[src/core/eeprom_host_pkg.sv]
// Constants and types for the parallel nonvolatile memory host controller
package eeprom_host_pkg;
  localparam int CLK_NS       = 50;
  localparam int CNT_W        = 18;
  localparam int ADDR_W       = 13;
  localparam int DATA_W       = 8;
  localparam int PAGE_MSB     = 12;
  localparam int PAGE_LSB     = 6;
  localparam int BUSY_BIT     = 7;
  localparam int TOGGLE_BIT   = 6;
  localparam int SYNC_STAGES  = 2;
  localparam int LOCK_MAX     = 6;
  localparam int LOCK_ON_LEN  = 3;
  localparam int LOCK_OFF_LEN = 6;
  // Times as printed, in their own units
  localparam int ACC_NS       = 70;
  localparam int WP_NS        = 100;
  localparam int OEHP_NS      = 150;
  localparam int LOAD_WIN_US  = 150;
  localparam int PROG_TIME_MS = 2;
  localparam int ERASE_SH_US  = 5;
  localparam int ERASE_W_MS   = 10;
  // Cycle counts: least times round up, longest round down
  localparam logic [CNT_W-1:0] ACC_CYC      = CNT_W'((ACC_NS + CLK_NS - 1) / CLK_NS);
  localparam logic [CNT_W-1:0] WP_CYC       = CNT_W'((WP_NS + CLK_NS - 1) / CLK_NS);
  localparam logic [CNT_W-1:0] OEHP_CYC     = CNT_W'((OEHP_NS + CLK_NS - 1) / CLK_NS);
  localparam logic [CNT_W-1:0] READ_CYC     = ACC_CYC + CNT_W'(SYNC_STAGES + 1);
  localparam logic [11:0]      LOAD_CYC     = 12'((LOAD_WIN_US * 1000) / CLK_NS);
  // Margin so the strobe itself still lands inside the window
  localparam logic [11:0]      LOAD_GUARD   = 12'((LOAD_WIN_US * 1000 * 3) / (CLK_NS * 4));
  localparam logic [CNT_W-1:0] PROG_CYC     = CNT_W'((PROG_TIME_MS * 1000000) / CLK_NS);
  localparam logic [CNT_W-1:0] POLL_LIMIT   = CNT_W'((2 * PROG_TIME_MS * 1000000) / CLK_NS);
  localparam logic [CNT_W-1:0] ERASE_SH_CYC = CNT_W'((ERASE_SH_US * 1000 + CLK_NS - 1) / CLK_NS);
  localparam logic [CNT_W-1:0] ERASE_W_CYC  = CNT_W'((ERASE_W_MS * 1000000 + CLK_NS - 1) / CLK_NS);
  // Command tables: values arbitrary, replace with the real sequences
  localparam logic [LOCK_MAX-1:0][ADDR_W-1:0] LOCK_ON_ADDR  =
    {13'h0000, 13'h0000, 13'h0000, 13'h0303, 13'h0202, 13'h0101};
  localparam logic [LOCK_MAX-1:0][DATA_W-1:0] LOCK_ON_DATA  =
    {8'h00, 8'h00, 8'h00, 8'h33, 8'h22, 8'h11};
  localparam logic [LOCK_MAX-1:0][ADDR_W-1:0] LOCK_OFF_ADDR =
    {13'h0606, 13'h0505, 13'h0404, 13'h0303, 13'h0202, 13'h0101};
  localparam logic [LOCK_MAX-1:0][DATA_W-1:0] LOCK_OFF_DATA =
    {8'h66, 8'h55, 8'h44, 8'h33, 8'h22, 8'h11};

  typedef enum logic [2:0] {
    OP_READ     = 3'h0,
    OP_WRITE    = 3'h1,
    OP_LOCK_ON  = 3'h2,
    OP_LOCK_OFF = 3'h3,
    OP_ERASE    = 3'h4
  } op_t;

  typedef enum logic [3:0] {
    S_IDLE     = 4'h0,
    S_STRB_LO  = 4'h1,
    S_STRB_HI  = 4'h2,
    S_LOAD     = 4'h3,
    S_EXIT_LO  = 4'h4,
    S_EXIT_OE  = 4'h5,
    S_RD_WAIT  = 4'h6,
    S_RD_REST  = 4'h7,
    S_POLL_CHK = 4'h8,
    S_ER_SETUP = 4'h9,
    S_ER_PULSE = 4'ha,
    S_ER_HOLD  = 4'hb
  } state_t;
endpackage : eeprom_host_pkg

[src/core/pin_sync.sv]
// Two-stage synchroniser for the data pins
`timescale 1ns/1ns
module pin_sync #(
  parameter int W = 8
) (
  // Clock and reset
  input  wire logic         ref_clk_i,
  input  wire logic         rst_n_i,
  // Pins in, synchronised out
  input  wire logic [W-1:0] pin_i,
  output logic      [W-1:0] sync_o
);
  typedef struct packed {
    logic [W-1:0] s1;
    logic [W-1:0] s2;
  } sync_st_t;

  sync_st_t q;
  sync_st_t d;

  always_comb begin
    d    = q;
    d.s1 = pin_i;
    d.s2 = q.s1;
  end

  always_ff @(posedge ref_clk_i or negedge rst_n_i) begin
    if (!rst_n_i) begin
      q <= '0;
    end else begin
      q <= d;
    end
  end

  assign sync_o = q.s2;
endmodule : pin_sync

[src/core/eeprom_host.sv]
// Host controller driving a byte-wide page-write nonvolatile memory
`timescale 1ns/1ns
module eeprom_host
  import eeprom_host_pkg::*;
#(
  parameter logic [eeprom_host_pkg::CNT_W-1:0] POLL_LIMIT_P = eeprom_host_pkg::POLL_LIMIT,
  parameter logic [eeprom_host_pkg::CNT_W-1:0] ERASE_W_P    = eeprom_host_pkg::ERASE_W_CYC,
  parameter logic [eeprom_host_pkg::LOCK_MAX-1:0][eeprom_host_pkg::ADDR_W-1:0]
    LOCK_ON_ADDR_P  = eeprom_host_pkg::LOCK_ON_ADDR,
  parameter logic [eeprom_host_pkg::LOCK_MAX-1:0][eeprom_host_pkg::DATA_W-1:0]
    LOCK_ON_DATA_P  = eeprom_host_pkg::LOCK_ON_DATA,
  parameter logic [eeprom_host_pkg::LOCK_MAX-1:0][eeprom_host_pkg::ADDR_W-1:0]
    LOCK_OFF_ADDR_P = eeprom_host_pkg::LOCK_OFF_ADDR,
  parameter logic [eeprom_host_pkg::LOCK_MAX-1:0][eeprom_host_pkg::DATA_W-1:0]
    LOCK_OFF_DATA_P = eeprom_host_pkg::LOCK_OFF_DATA
) (
  // Clock and reset
  input  wire logic                                ref_clk_i,
  input  wire logic                                rst_n_i,
  // User request port
  input  wire logic                                req_i,
  input  wire eeprom_host_pkg::op_t                op_i,
  input  wire logic [eeprom_host_pkg::ADDR_W-1:0]  addr_i,
  input  wire logic [eeprom_host_pkg::DATA_W-1:0]  wdata_i,
  input  wire logic                                last_i,
  output logic                                     ack_o,
  output logic      [eeprom_host_pkg::DATA_W-1:0]  rdata_o,
  output logic                                     done_o,
  output logic                                     err_o,
  // Memory pins
  output logic      [eeprom_host_pkg::ADDR_W-1:0]  addr_o,
  output logic                                     chip_select_n_o,
  output logic                                     output_drive_n_o,
  output logic                                     write_strobe_n_o,
  output logic                                     high_voltage_o,
  input  wire logic [eeprom_host_pkg::DATA_W-1:0]  data_i,
  output logic      [eeprom_host_pkg::DATA_W-1:0]  data_o,
  output logic                                     data_oe_o
);
  import eeprom_host_pkg::*;

  typedef struct packed {
    state_t              st;
    op_t                 op;
    logic [ADDR_W-1:0]   addr;
    logic [DATA_W-1:0]   wd;
    logic                ce_n;
    logic                oe_n;
    logic                we_n;
    logic                doe;
    logic                hv;
    logic [CNT_W-1:0]    cnt;
    logic [CNT_W-1:0]    tmo;
    logic [11:0]         gap;
    logic [6:0]          page;
    logic                page_ok;
    logic [2:0]          ci;
    logic                in_load;
    logic                closing;
    logic                poll;
    logic                first;
    logic                chk7;
    logic                bit7;
    logic [DATA_W-1:0]   prev;
    logic [DATA_W-1:0]   rdata;
    logic                ack;
    logic                done;
    logic                err;
  } host_st_t;

  host_st_t          q;
  host_st_t          d;
  logic [DATA_W-1:0] data_sync;

  pin_sync #(.W(DATA_W)) u_sync (
    .ref_clk_i (ref_clk_i),
    .rst_n_i   (rst_n_i),
    .pin_i     (data_i),
    .sync_o    (data_sync)
  );

  function automatic logic [6:0] page_of(input logic [ADDR_W-1:0] a);
    return a[PAGE_MSB:PAGE_LSB];
  endfunction : page_of

  // Command byte i of a lock sequence as {address, data}
  function automatic logic [ADDR_W+DATA_W-1:0] cmd_word(input op_t op, input logic [2:0] i);
    if (op == OP_LOCK_ON) begin
      return {LOCK_ON_ADDR_P[i], LOCK_ON_DATA_P[i]};
    end
    return {LOCK_OFF_ADDR_P[i], LOCK_OFF_DATA_P[i]};
  endfunction : cmd_word

  function automatic logic [2:0] cmd_len(input op_t op);
    return (op == OP_LOCK_ON) ? 3'(LOCK_ON_LEN) : 3'(LOCK_OFF_LEN);
  endfunction : cmd_len

  ////////////////////////////////////////////////////////////////////////////
  always_comb begin
    d      = q;
    d.ack  = 1'b0;
    d.done = 1'b0;
    d.err  = 1'b0;
    if (q.poll) begin
      d.tmo = q.tmo + 1'b1;
    end
    unique case (q.st)
      S_IDLE: begin
        d.cnt = '0;
        if (req_i) begin
          d.op = op_i;
          unique case (op_i)
            OP_READ: begin
              d.addr = addr_i;
              d.ce_n = 1'b0;
              d.oe_n = 1'b0;
              d.st   = S_RD_WAIT;
            end
            OP_WRITE: begin
              d.addr    = addr_i;
              d.wd      = wdata_i;
              d.page    = page_of(addr_i);
              d.page_ok = 1'b1;
              d.closing = last_i;
              d.chk7    = 1'b1;
              d.bit7    = wdata_i[BUSY_BIT];
              d.ce_n    = 1'b0;
              d.we_n    = 1'b0;
              d.in_load = 1'b1;
              d.st      = S_STRB_LO;
            end
            OP_LOCK_ON, OP_LOCK_OFF: begin
              {d.addr, d.wd} = cmd_word(op_i, 3'h0);
              d.ci      = 3'h0;
              d.page_ok = 1'b0;
              d.closing = last_i;
              d.chk7    = 1'b0;
              d.ce_n    = 1'b0;
              d.we_n    = 1'b0;
              d.in_load = 1'b1;
              d.st      = S_STRB_LO;
            end
            OP_ERASE: begin
              d.ce_n = 1'b0;
              d.hv   = 1'b1;
              d.st   = S_ER_SETUP;
            end
            default: begin
              d.ack = 1'b1;
              d.err = 1'b1;
            end
          endcase
        end else begin
          d.ce_n = 1'b1;
          d.oe_n = 1'b1;
          d.we_n = 1'b1;
        end
      end
      S_STRB_LO: begin
        // Output drive rises only with strobe and select both low
        d.oe_n = 1'b1;
        d.doe  = 1'b1;
        d.cnt  = q.cnt + 1'b1;
        if (q.cnt == WP_CYC - 1'b1) begin
          d.we_n = 1'b1;
          d.cnt  = '0;
          d.st   = S_STRB_HI;
        end
      end
      S_STRB_HI: begin
        d.gap = '0;
        if ((q.op == OP_LOCK_ON || q.op == OP_LOCK_OFF) && q.ci + 3'h1 < cmd_len(q.op)) begin
          d.ci           = q.ci + 3'h1;
          {d.addr, d.wd} = cmd_word(q.op, q.ci + 3'h1);
          d.we_n         = 1'b0;
          d.st           = S_STRB_LO;
        end else begin
          d.ack = 1'b1;
          d.op  = OP_WRITE;
          d.st  = S_LOAD;
        end
      end
      S_LOAD: begin
        d.gap = q.gap + 1'b1;
        if (q.closing || q.gap == LOAD_GUARD - 1'b1) begin
          d.we_n = 1'b0;
          d.doe  = 1'b0;
          d.st   = S_EXIT_LO;
        end else if (req_i && op_i == OP_WRITE &&
                     (!q.page_ok || page_of(addr_i) == q.page)) begin
          d.addr    = addr_i;
          d.wd      = wdata_i;
          d.page    = page_of(addr_i);
          d.page_ok = 1'b1;
          d.closing = last_i;
          d.chk7    = 1'b1;
          d.bit7    = wdata_i[BUSY_BIT];
          d.we_n    = 1'b0;
          d.st      = S_STRB_LO;
        end else if (req_i) begin
          // Other request or new page: finish this load first, request waits
          d.we_n = 1'b0;
          d.doe  = 1'b0;
          d.st   = S_EXIT_LO;
        end
      end
      S_EXIT_LO: begin
        d.oe_n = 1'b0;
        d.st   = S_EXIT_OE;
      end
      S_EXIT_OE: begin
        // Strobe rises with output drive low, so no extra byte is taken
        d.we_n    = 1'b1;
        d.in_load = 1'b0;
        d.poll    = 1'b1;
        d.first   = 1'b1;
        d.tmo     = '0;
        d.cnt     = '0;
        d.st      = S_RD_WAIT;
      end
      S_RD_WAIT: begin
        d.cnt = q.cnt + 1'b1;
        if (q.cnt == READ_CYC - 1'b1) begin
          d.rdata = data_sync;
          d.ce_n  = 1'b1;
          d.oe_n  = 1'b1;
          d.cnt   = '0;
          d.st    = S_RD_REST;
        end
      end
      S_RD_REST: begin
        d.cnt = q.cnt + 1'b1;
        if (q.cnt == OEHP_CYC - 1'b1) begin
          d.cnt = '0;
          if (q.poll) begin
            d.st = S_POLL_CHK;
          end else begin
            d.ack = 1'b1;
            d.st  = S_IDLE;
          end
        end
      end
      S_POLL_CHK: begin
        if (!q.first && q.rdata[TOGGLE_BIT] == q.prev[TOGGLE_BIT] &&
            (!q.chk7 || q.rdata[BUSY_BIT] == q.bit7)) begin
          d.done = 1'b1;
          d.poll = 1'b0;
          d.st   = S_IDLE;
        end else if (q.tmo >= POLL_LIMIT_P) begin
          d.err  = 1'b1;
          d.poll = 1'b0;
          d.st   = S_IDLE;
        end else begin
          d.prev  = q.rdata;
          d.first = 1'b0;
          d.ce_n  = 1'b0;
          d.oe_n  = 1'b0;
          d.st    = S_RD_WAIT;
        end
      end
      S_ER_SETUP: begin
        d.cnt = q.cnt + 1'b1;
        if (q.cnt == ERASE_SH_CYC - 1'b1) begin
          d.we_n = 1'b0;
          d.cnt  = '0;
          d.st   = S_ER_PULSE;
        end
      end
      S_ER_PULSE: begin
        d.cnt = q.cnt + 1'b1;
        if (q.cnt == ERASE_W_P - 1'b1) begin
          d.we_n = 1'b1;
          d.cnt  = '0;
          d.st   = S_ER_HOLD;
        end
      end
      S_ER_HOLD: begin
        d.cnt = q.cnt + 1'b1;
        if (q.cnt == ERASE_SH_CYC - 1'b1) begin
          d.hv   = 1'b0;
          d.ce_n = 1'b1;
          d.ack  = 1'b1;
          d.st   = S_IDLE;
        end
      end
      default: begin
        d.st = S_IDLE;
      end
    endcase
  end

  always_ff @(posedge ref_clk_i or negedge rst_n_i) begin
    if (!rst_n_i) begin
      q      <= '0;
      q.st   <= S_IDLE;
      q.ce_n <= 1'b1;
      q.oe_n <= 1'b1;
      q.we_n <= 1'b1;
    end else begin
      q <= d;
    end
  end

  assign ack_o            = q.ack;
  assign rdata_o          = q.rdata;
  assign done_o           = q.done;
  assign err_o            = q.err;
  assign addr_o           = q.addr;
  assign chip_select_n_o  = q.ce_n;
  assign output_drive_n_o = q.oe_n;
  assign write_strobe_n_o = q.we_n;
  assign high_voltage_o   = q.hv;
  assign data_o           = q.wd;
  assign data_oe_o        = q.doe;
endmodule : eeprom_host

[config.mk]
export PLATFORM = sky130hd
export DESIGN_NAME = eeprom_host
export DESIGN_NICKNAME = d
export VERILOG_FILES = /design/src/core/eeprom_host_pkg.sv /design/src/core/pin_sync.sv /design/src/core/eeprom_host.sv
export SDC_FILE = /design/constraint.sdc
export NUM_CORES = 1
export LEC_CHECK = 0
export BUFFER_PORTS_ARGS = -buffer_cell sky130_fd_sc_hd__buf_2
export CORE_MARGIN = 1.5
export CORE_UTILIZATION = 55
export DETAILED_ROUTE_END_ITERATION = 16
export PLACE_DENSITY = 0.76
export REMOVE_ABC_BUFFERS = 1
export SYNTH_ARGS = -nofsm -noshare
export SYNTH_HDL_FRONTEND = slang
export SYNTH_SLANG_ARGS = --single-unit
[constraint.sdc]
create_clock -name ref_clk_i -period 5.4 [get_ports ref_clk_i]
set_clock_uncertainty 0.1 [all_clocks]
set_input_delay 0.27 -clock ref_clk_i [delete_from_list [all_inputs] [get_ports ref_clk_i]]
set_output_delay 0.27 -clock ref_clk_i [all_outputs]
set_load 0.1 [all_outputs]
Word-level counts from Yosys, hierarchy flattened. Memory sizes are Yosys's and may differ from the RTL's. Index checks and enable logic that the tools add are counted.

$add $sub $neg: 4. Reduce and logical (&&, ||, !) cells: 48. Order comparisons: 3. Eq/ne operators: 53. Multiplexer cells: 107. Bitwise gates (word level): 2.

Operator list (count): 21-bit 2-to-1 mux (7); 18-bit 2-to-1 mux (7); 18-bit case mux with 7 select lines (1); 21-bit case mux with 3 select lines (1); 4-bit case mux with 12 select lines (1); 4-bit 2-to-1 mux (11); 13-bit 2-to-1 mux (3); 18-bit by 1-bit adder with 18-bit output (second input constant) (2); 1-bit 2-to-1 mux (36); 8-bit 2-to-1 mux (4); 8-bit case mux with 2 select lines (2); 2-bit inequality test (second input constant) (15); 28-bit 2-to-1 mux (1); 13-bit case mux with 2 select lines (1); 12-bit case mux with 2 select lines (1); 2-bit 2-to-1 mux (10); 5-bit AND reduction (4); 18-bit by 1-bit == test with 1-bit output (second input constant) (1); 18-bit == test (second input constant) (1); 18-bit by 2-bit == test with 1-bit output (second input constant) (1); 18-bit by 3-bit == test with 1-bit output (second input constant) (1); 18-bit by 7-bit == test with 1-bit output (second input constant) (1); 18-bit by 17-bit >= comparator with 1-bit output (second input constant) (1); 3-bit 2-to-1 mux (6); other kinds (47) (98).

Input port bits: 36. Word-level logic and storage cells: 248. Memories kept: 4. Output and inout bits: 37. Register bits after elaboration: 131. ROM bits: 336.

Memories: (name not given) (depth 8, width 13, rd ports 1, clocked after Yosys merged registers in 0, wr ports 0, RTL line eeprom_host.sv:91) `return {LOCK_OFF_ADDR_P[i], LOCK_OFF_DATA_P[i]};`; (name not given) (depth 8, width 13, rd ports 1, clocked after Yosys merged registers in 0, wr ports 0, RTL line eeprom_host.sv:89) `return {LOCK_ON_ADDR_P[i], LOCK_ON_DATA_P[i]};`; (name not given) (depth 8, width 8, rd ports 1, clocked after Yosys merged registers in 0, wr ports 0, RTL line eeprom_host.sv:91); (name not given) (depth 8, width 8, rd ports 1, clocked after Yosys merged registers in 0, wr ports 0, RTL line eeprom_host.sv:89).

Logic depth before layout (Yosys ltp).
Depth in word-level cells: 9. Gate-level depth with buffers: 10. Gate-level depth less buffers: 9.

Modules after synthesis. From an unflattened synthesis, not the netlist that was laid out.

Cell total of the unflattened synthesis: 707. Area, all modules: 6695.2 um^2.

By module, submodules not included: eeprom_host (sequential area each 2706.3 um^2, cells each 691, instances 1, area an instance 6294.8 um^2); pin_sync (sequential area each 400.4 um^2, cells each 16, instances 1, area an instance 400.4 um^2).

Least setup slack after synthesis. Ideal clock, no wire load.

Path type: flip-flop to flip-flop. From: register q[25] in the netlist's numbering. To: register q, in the netlist addr_o[11]. Data required time: 5181 ps. Stages on the path, launching flop included: 11. Slack: 2604 ps. Data arrival time: 2577 ps. Period minus slack after synthesis: 2796 ps. Path through: dfrtp_1 ha_1 xor2_1 ha_1 or3b_2 a31oi_2 nor2_2 nor3_4 nand2_2 buf_4 a21bo_2.

Word-level cells in the longest chain between the ends: 7.

RTL lines: start: declaration (RTL line eeprom_host.sv:71) `host_st_t q;`; 3-bit by 1-bit adder with 3-bit output (*) (RTL line eeprom_host.sv:172, eeprom_host.sv:174); memory 8 x 13 bit; 13-bit 2-to-1 mux (not written as such) (RTL line eeprom_host.sv:89); 21-bit 2-to-1 mux (RTL line eeprom_host.sv:88) `if (op == OP_LOCK_ON) begin`; 21-bit 2-to-1 mux (RTL line eeprom_host.sv:91); 21-bit 2-to-1 mux (RTL line eeprom_host.sv:172) `if ((q.op == OP_LOCK_ON || q.op == OP_LOCK_OFF) && q.ci + 3'h1 < cmd_len(q.op)) begin`; 21-bit case mux with 3 select lines (RTL line eeprom_host.sv:107) `unique case (q.st)`.

Mark *: on every way between the ends. The rest lies on a longest branch, timed or not. The select of a mux whose other input is x is not followed. A chain may end at the register's enable or synchronous reset.

Worst setup path after layout.
From: register q[25] in the netlist's numbering. To: register q, in the netlist addr_o[9].

The elaborated chain is that of the path after synthesis.

==> results by stage <==
Run status:
- The flow ran to the end, and the final reports show no timing, DRC or antenna violations.

Synthesis:
- The top-area cell type share of the netlist area is 45.8%.
- The synthesized design spends more area on one cell type than any other, namely sky130_fd_sc_hd__dfrtp_1.
- In the post-synthesis netlist, the biggest area contributors are sky130_fd_sc_hd__dfrtp_1 (46%), sky130_fd_sc_hd__nor2_1 (4.1%), sky130_fd_sc_hd__xor2_1 (4.0%), sky130_fd_sc_hd__mux2_2 (3.7%), sky130_fd_sc_hd__buf_4 (3.6%).
- The cell count after synthesis came out at 672.
- The sequential area share after synthesis is a little under half.
- The count of unique library cells instantiated by Yosys is 69.
- Yosys mapped a number of flops with a built-in enable equal to 0.
- The primary flip-flop cell chosen by synthesis mapping is sky130_fd_sc_hd__dfrtp_1.
- The mapped netlist covers 0.00662 sq mm.
- Each instance of the synthesized netlist takes up on average 9.84 sq um.
- The total number of yosys warnings is 0.
- Counting flops with an async set or reset pin after synthesis yields a share of between 90% and 100%.
- The total of flip-flops plus latches after synthesis is 124.

Die:
- Measured along the y axis, the die boundary spans 113 microns.
- The number of ports placed on the die boundary is 73.
- The area of the die is ~0.013 sq mm.
- The floorplan step set the die width to 113 microns.
- The standard-cell row count is 39.
- The initial core utilization is a little under three fifths.
- The area of the core is 0.0116 sq mm.

Clocking:
- The number of setup buffers added after CTS is 0.
- In this run, post-CTS repair resized a total of 0 instances.
- Counting the buffers created by CTS gives 17.
- After clock tree synthesis, the clock-pin slew on the worst setup and hold paths is 0.05 ns.
- The maximum buffer depth of the clock tree is 2.
- TritonCTS built the clock tree.
- The number of clock sinks is 124.
- The cell sitting at the root of the clock tree is a sky130_fd_sc_hd__clkbuf_16.
- The clock tree synthesis step divided the H-tree into 4 levels.
- At the later pin of the worst-skew pair, clock insertion delay measures 0.42 ns.

Worst hold path:
- The launch instance of the worst min-delay path is addr_i[12].
- The path class of the tightest hold or removal check is in2reg.

Drt:
- The count of nets left with antenna violations once routing finished came out at 0.
- The via total after detailed routing is between 5000 and 6000.
- The first-pass detailed-route iteration total is 5.
- The average detailed-routed wire length per instance is 15.9 microns.
- After detailed routing, the number of vias per cell comes to 5.75.
- For this run, design rule violations remaining after detail routing come to 0.
- In this run, the number of DRC markers left after iteration 0 of detailed routing was 356.
- The sum of routed wire length over all layers is 14000 microns.

GRT:
- Global routing used under 10% of the available met3 tracks.
- The initial antenna violation count is 0.
- The wire length of the first global-routing pass is 24000 microns.
- The routing usage on met1 is a little under a third.
- The number of global-route vias before repair was 4982.
- The most used routing layer is met2.
- The total global routing overflow is 0.
- The met2 usage in global routing is 39.5%.
- The combined global-route utilization of all metal layers is 24.1%.
- The largest net degree at the start of global routing is 65.

Timing:
- The number of hold violations in the final report is 0.
- Setup violations remaining at the end of the flow were counted as 0.
- The share of the clock period used by the worst path after layout is 58.8%.
- The minimum clock period is 3.17 ns.
- Setup repair after global routing left no endpoint under its margin.
- In the final timing run, aggregate negative setup slack is 0 ns.
- The final number of max-transition violations came to 0.
- The timing-limited maximum frequency is about 320 MHz.
- For the pin with the worst max-slew slack, the measured transition is approximately 1.0 ns.
- In this run the tightest slew margin relative to its limit is between 30% and 40%.

Setup path:
- For the worst setup path, the data required time is 5.60 ns.
- The most critical setup path has its startpoint at q[25].
- The element type at the critical path start is a register.
- The largest fanout of any net on the critical path is 13.
- The critical path is of the reg2reg type.
- The worst register-to-register path begins at q[25].
- STA classifies the critical path endpoint as a register.
- The critical path arrival is 3.37 ns.

Power and ir drop:
- The worst-case IR drop observed on VDD is 0.307 mV.
- The total leakage power is roughly 0.0035 uW.
- In this run the power density over the cells is 627 mW/mm^2.
- The sum of internal, switching and leakage power is between 4000 and 5000 uW.

Placed design:
- The weighted congestion reported at the end of routability-driven placement is approximately 0.88.
- The HPWL reported at the end of detailed placement is 9800 microns.
- The count of buffers inserted at the top-level ports is 72.
- After detailed placement, the total cell area comes to between 0.006 and 0.007 sq mm.

Cells and area:
- Once layout is complete, the utilization of the core stands at 65.0%.
- The layout has 918 filler cells.
- Of the cells placed in the final design, the portion with a size suffix greater than 1 is 22.4%.
- The area overhead of the layout relative to synthesis is 13.7%.
- The final instance area is 0.00752 sq mm.
- The number of antenna cells inserted is 0.
- The number of nets in the final layout is 770.

Job:
- The tool flagged a number of max-cap violations equal to 0.
-- per-stage QoR --
step           setup WS, ns  hold slack (ns)  cells
5_1_grt                2.01           0.0337    878
6_report               2.23           0.0416    878
4_1_cts                2.24           0.0253    878
3_5_place_dp           2.26            0.236    836
2_1_floorplan          2.57           -0.126    617
3_3_place_gp           2.37            0.232    836
-- timing repair --
item,CTS,global route
endpoints found under the setup margin,0,0
hold endpoints to repair,68,0
hold buffers,11,0
-- worst paths after layout --
path                                    end  slack (ns)  depth (start not counted)
min reg2reg                u_sync.sync_o[7]        0.25                          0
max in group asynchronous            q[115]        3.55                          3
min                                   q[35]        0.04                          2
min in group asynchronous             q[47]        0.38                          2
max reg2reg                       addr_o[9]        2.23                          9
max                               addr_o[9]        2.23                          9
-- sequential cells by signal (all words and copies together) (netlist names) --
| register | count |
|---|---|
| data_oe_o | 1 |
| done_o | 1 |
| q | 71 |
| chip_select_n_o | 1 |
| ack_o | 1 |
| data_o | 8 |
| high_voltage_o | 1 |
| rdata_o | 8 |
| u_sync.sync_o | 8 |
| u_sync.d | 8 |
| write_strobe_n_o | 1 |
| err_o | 1 |
| output_drive_n_o | 1 |
| addr_o | 13 |
-- cell type report --
type                            count  area, sq um  share of cell area (%)
Clock inverter                     12          124                    1.65
Timing Repair Buffer               87          503                    6.69
Inverter                           23         86.3                    1.15
Tap cell                          143          179                    2.38
Sequential cell                   124         3110                    41.3
Clock buffer                       19          433                    5.76
Multi-Input combinational cell    470         3090                    41.1
-- synth_stat cells (all sizes together), types with 4 or more instances --
cell,count
mux2,28
or3,9
a21bo,7
inv,23
a21oi,28
dfrtp,121
nor2b,7
o21ai,45
a21o,4
nand2,65
nand4,22
mux2i,12
or2,4
nor2,74
nor4,8
xor2,30
o211ai,5
ha,11
xnor2,14
nor3,20
and3,7
clkbuf,15
buf,40
nand2b,6
nand3,25
-- cell usage in the layout, fill, tap and decap left out, types with 4 or more instances in the layout --
master                            n
sky130_fd_sc_hd__dfrtp_1        121
sky130_fd_sc_hd__nor2_1          72
sky130_fd_sc_hd__buf_2           71
sky130_fd_sc_hd__nand2_1         63
sky130_fd_sc_hd__o21ai_0         43
sky130_fd_sc_hd__xor2_1          30
sky130_fd_sc_hd__a21oi_1         26
sky130_fd_sc_hd__nand3_1         24
sky130_fd_sc_hd__inv_1           22
sky130_fd_sc_hd__mux2_2          22
sky130_fd_sc_hd__nand4_1         21
sky130_fd_sc_hd__clkbuf_16       17
sky130_fd_sc_hd__xnor2_1         14
sky130_fd_sc_hd__nor3_1          13
sky130_fd_sc_hd__mux2i_1         12
sky130_fd_sc_hd__ha_1            11
sky130_fd_sc_hd__dlygate4sd3_1   11
sky130_fd_sc_hd__or3_1            9
sky130_fd_sc_hd__and3_1           7
sky130_fd_sc_hd__nor2b_1          7
sky130_fd_sc_hd__a21bo_2          7
sky130_fd_sc_hd__nand2b_1         6
sky130_fd_sc_hd__mux2_1           6
sky130_fd_sc_hd__nor4_1           5
sky130_fd_sc_hd__o211ai_1         5
sky130_fd_sc_hd__clkinv_2         5
sky130_fd_sc_hd__buf_4            5
sky130_fd_sc_hd__nor3_2           4
sky130_fd_sc_hd__a21o_1           4
sky130_fd_sc_hd__clkinvlp_4       4
-- logic make-up after synthesis --
family | after synthesis | synth area share [%]
muxes | 40 | 6.58
xor gates and xnor gates | 44 | 5.83
adders and majority gates | 11 | 2.08
DFF | 124 | 47.0
AOI/OAI and AO/OA | 113 | 11.0
buffers and inverters | 78 | 6.34
and+or+nand+nor | 262 | 21.2
-- per-layer routing --
layer  routed length [microns]  part of all wire (%)  vias to the layer above
met1                      6030                    43                     2458
met5                         0                     0                        -
met2                      6970                    50                      147
met4                       340                   2.4                        0
met3                       648                   4.6                       30
li1                          -                     -                     2413
-- report_power, final --
part	leakage [uW]	total (uW)	internal (uW)	switching, uW
registers	0.00159	1380	1180	202
clock network	0.000265	1070	671	398
logic	0.00164	2270	609	1660
total	0.00350	4720	2460	2260
-- worst max-delay path, stage by stage, from the launching register on --
cell	delay [ns]
sky130_fd_sc_hd__dfrtp_1	0.47
sky130_fd_sc_hd__ha_1	0.31
sky130_fd_sc_hd__xor2_1	0.21
sky130_fd_sc_hd__ha_1	0.19
sky130_fd_sc_hd__or3b_2	0.45
sky130_fd_sc_hd__a31oi_2	0.24
sky130_fd_sc_hd__nor2_2	0.13
sky130_fd_sc_hd__nor3_4	0.34
sky130_fd_sc_hd__nand2_2	0.27
sky130_fd_sc_hd__mux2_2	0.36
No activity file was read; power rests on OpenSTA's default activity.
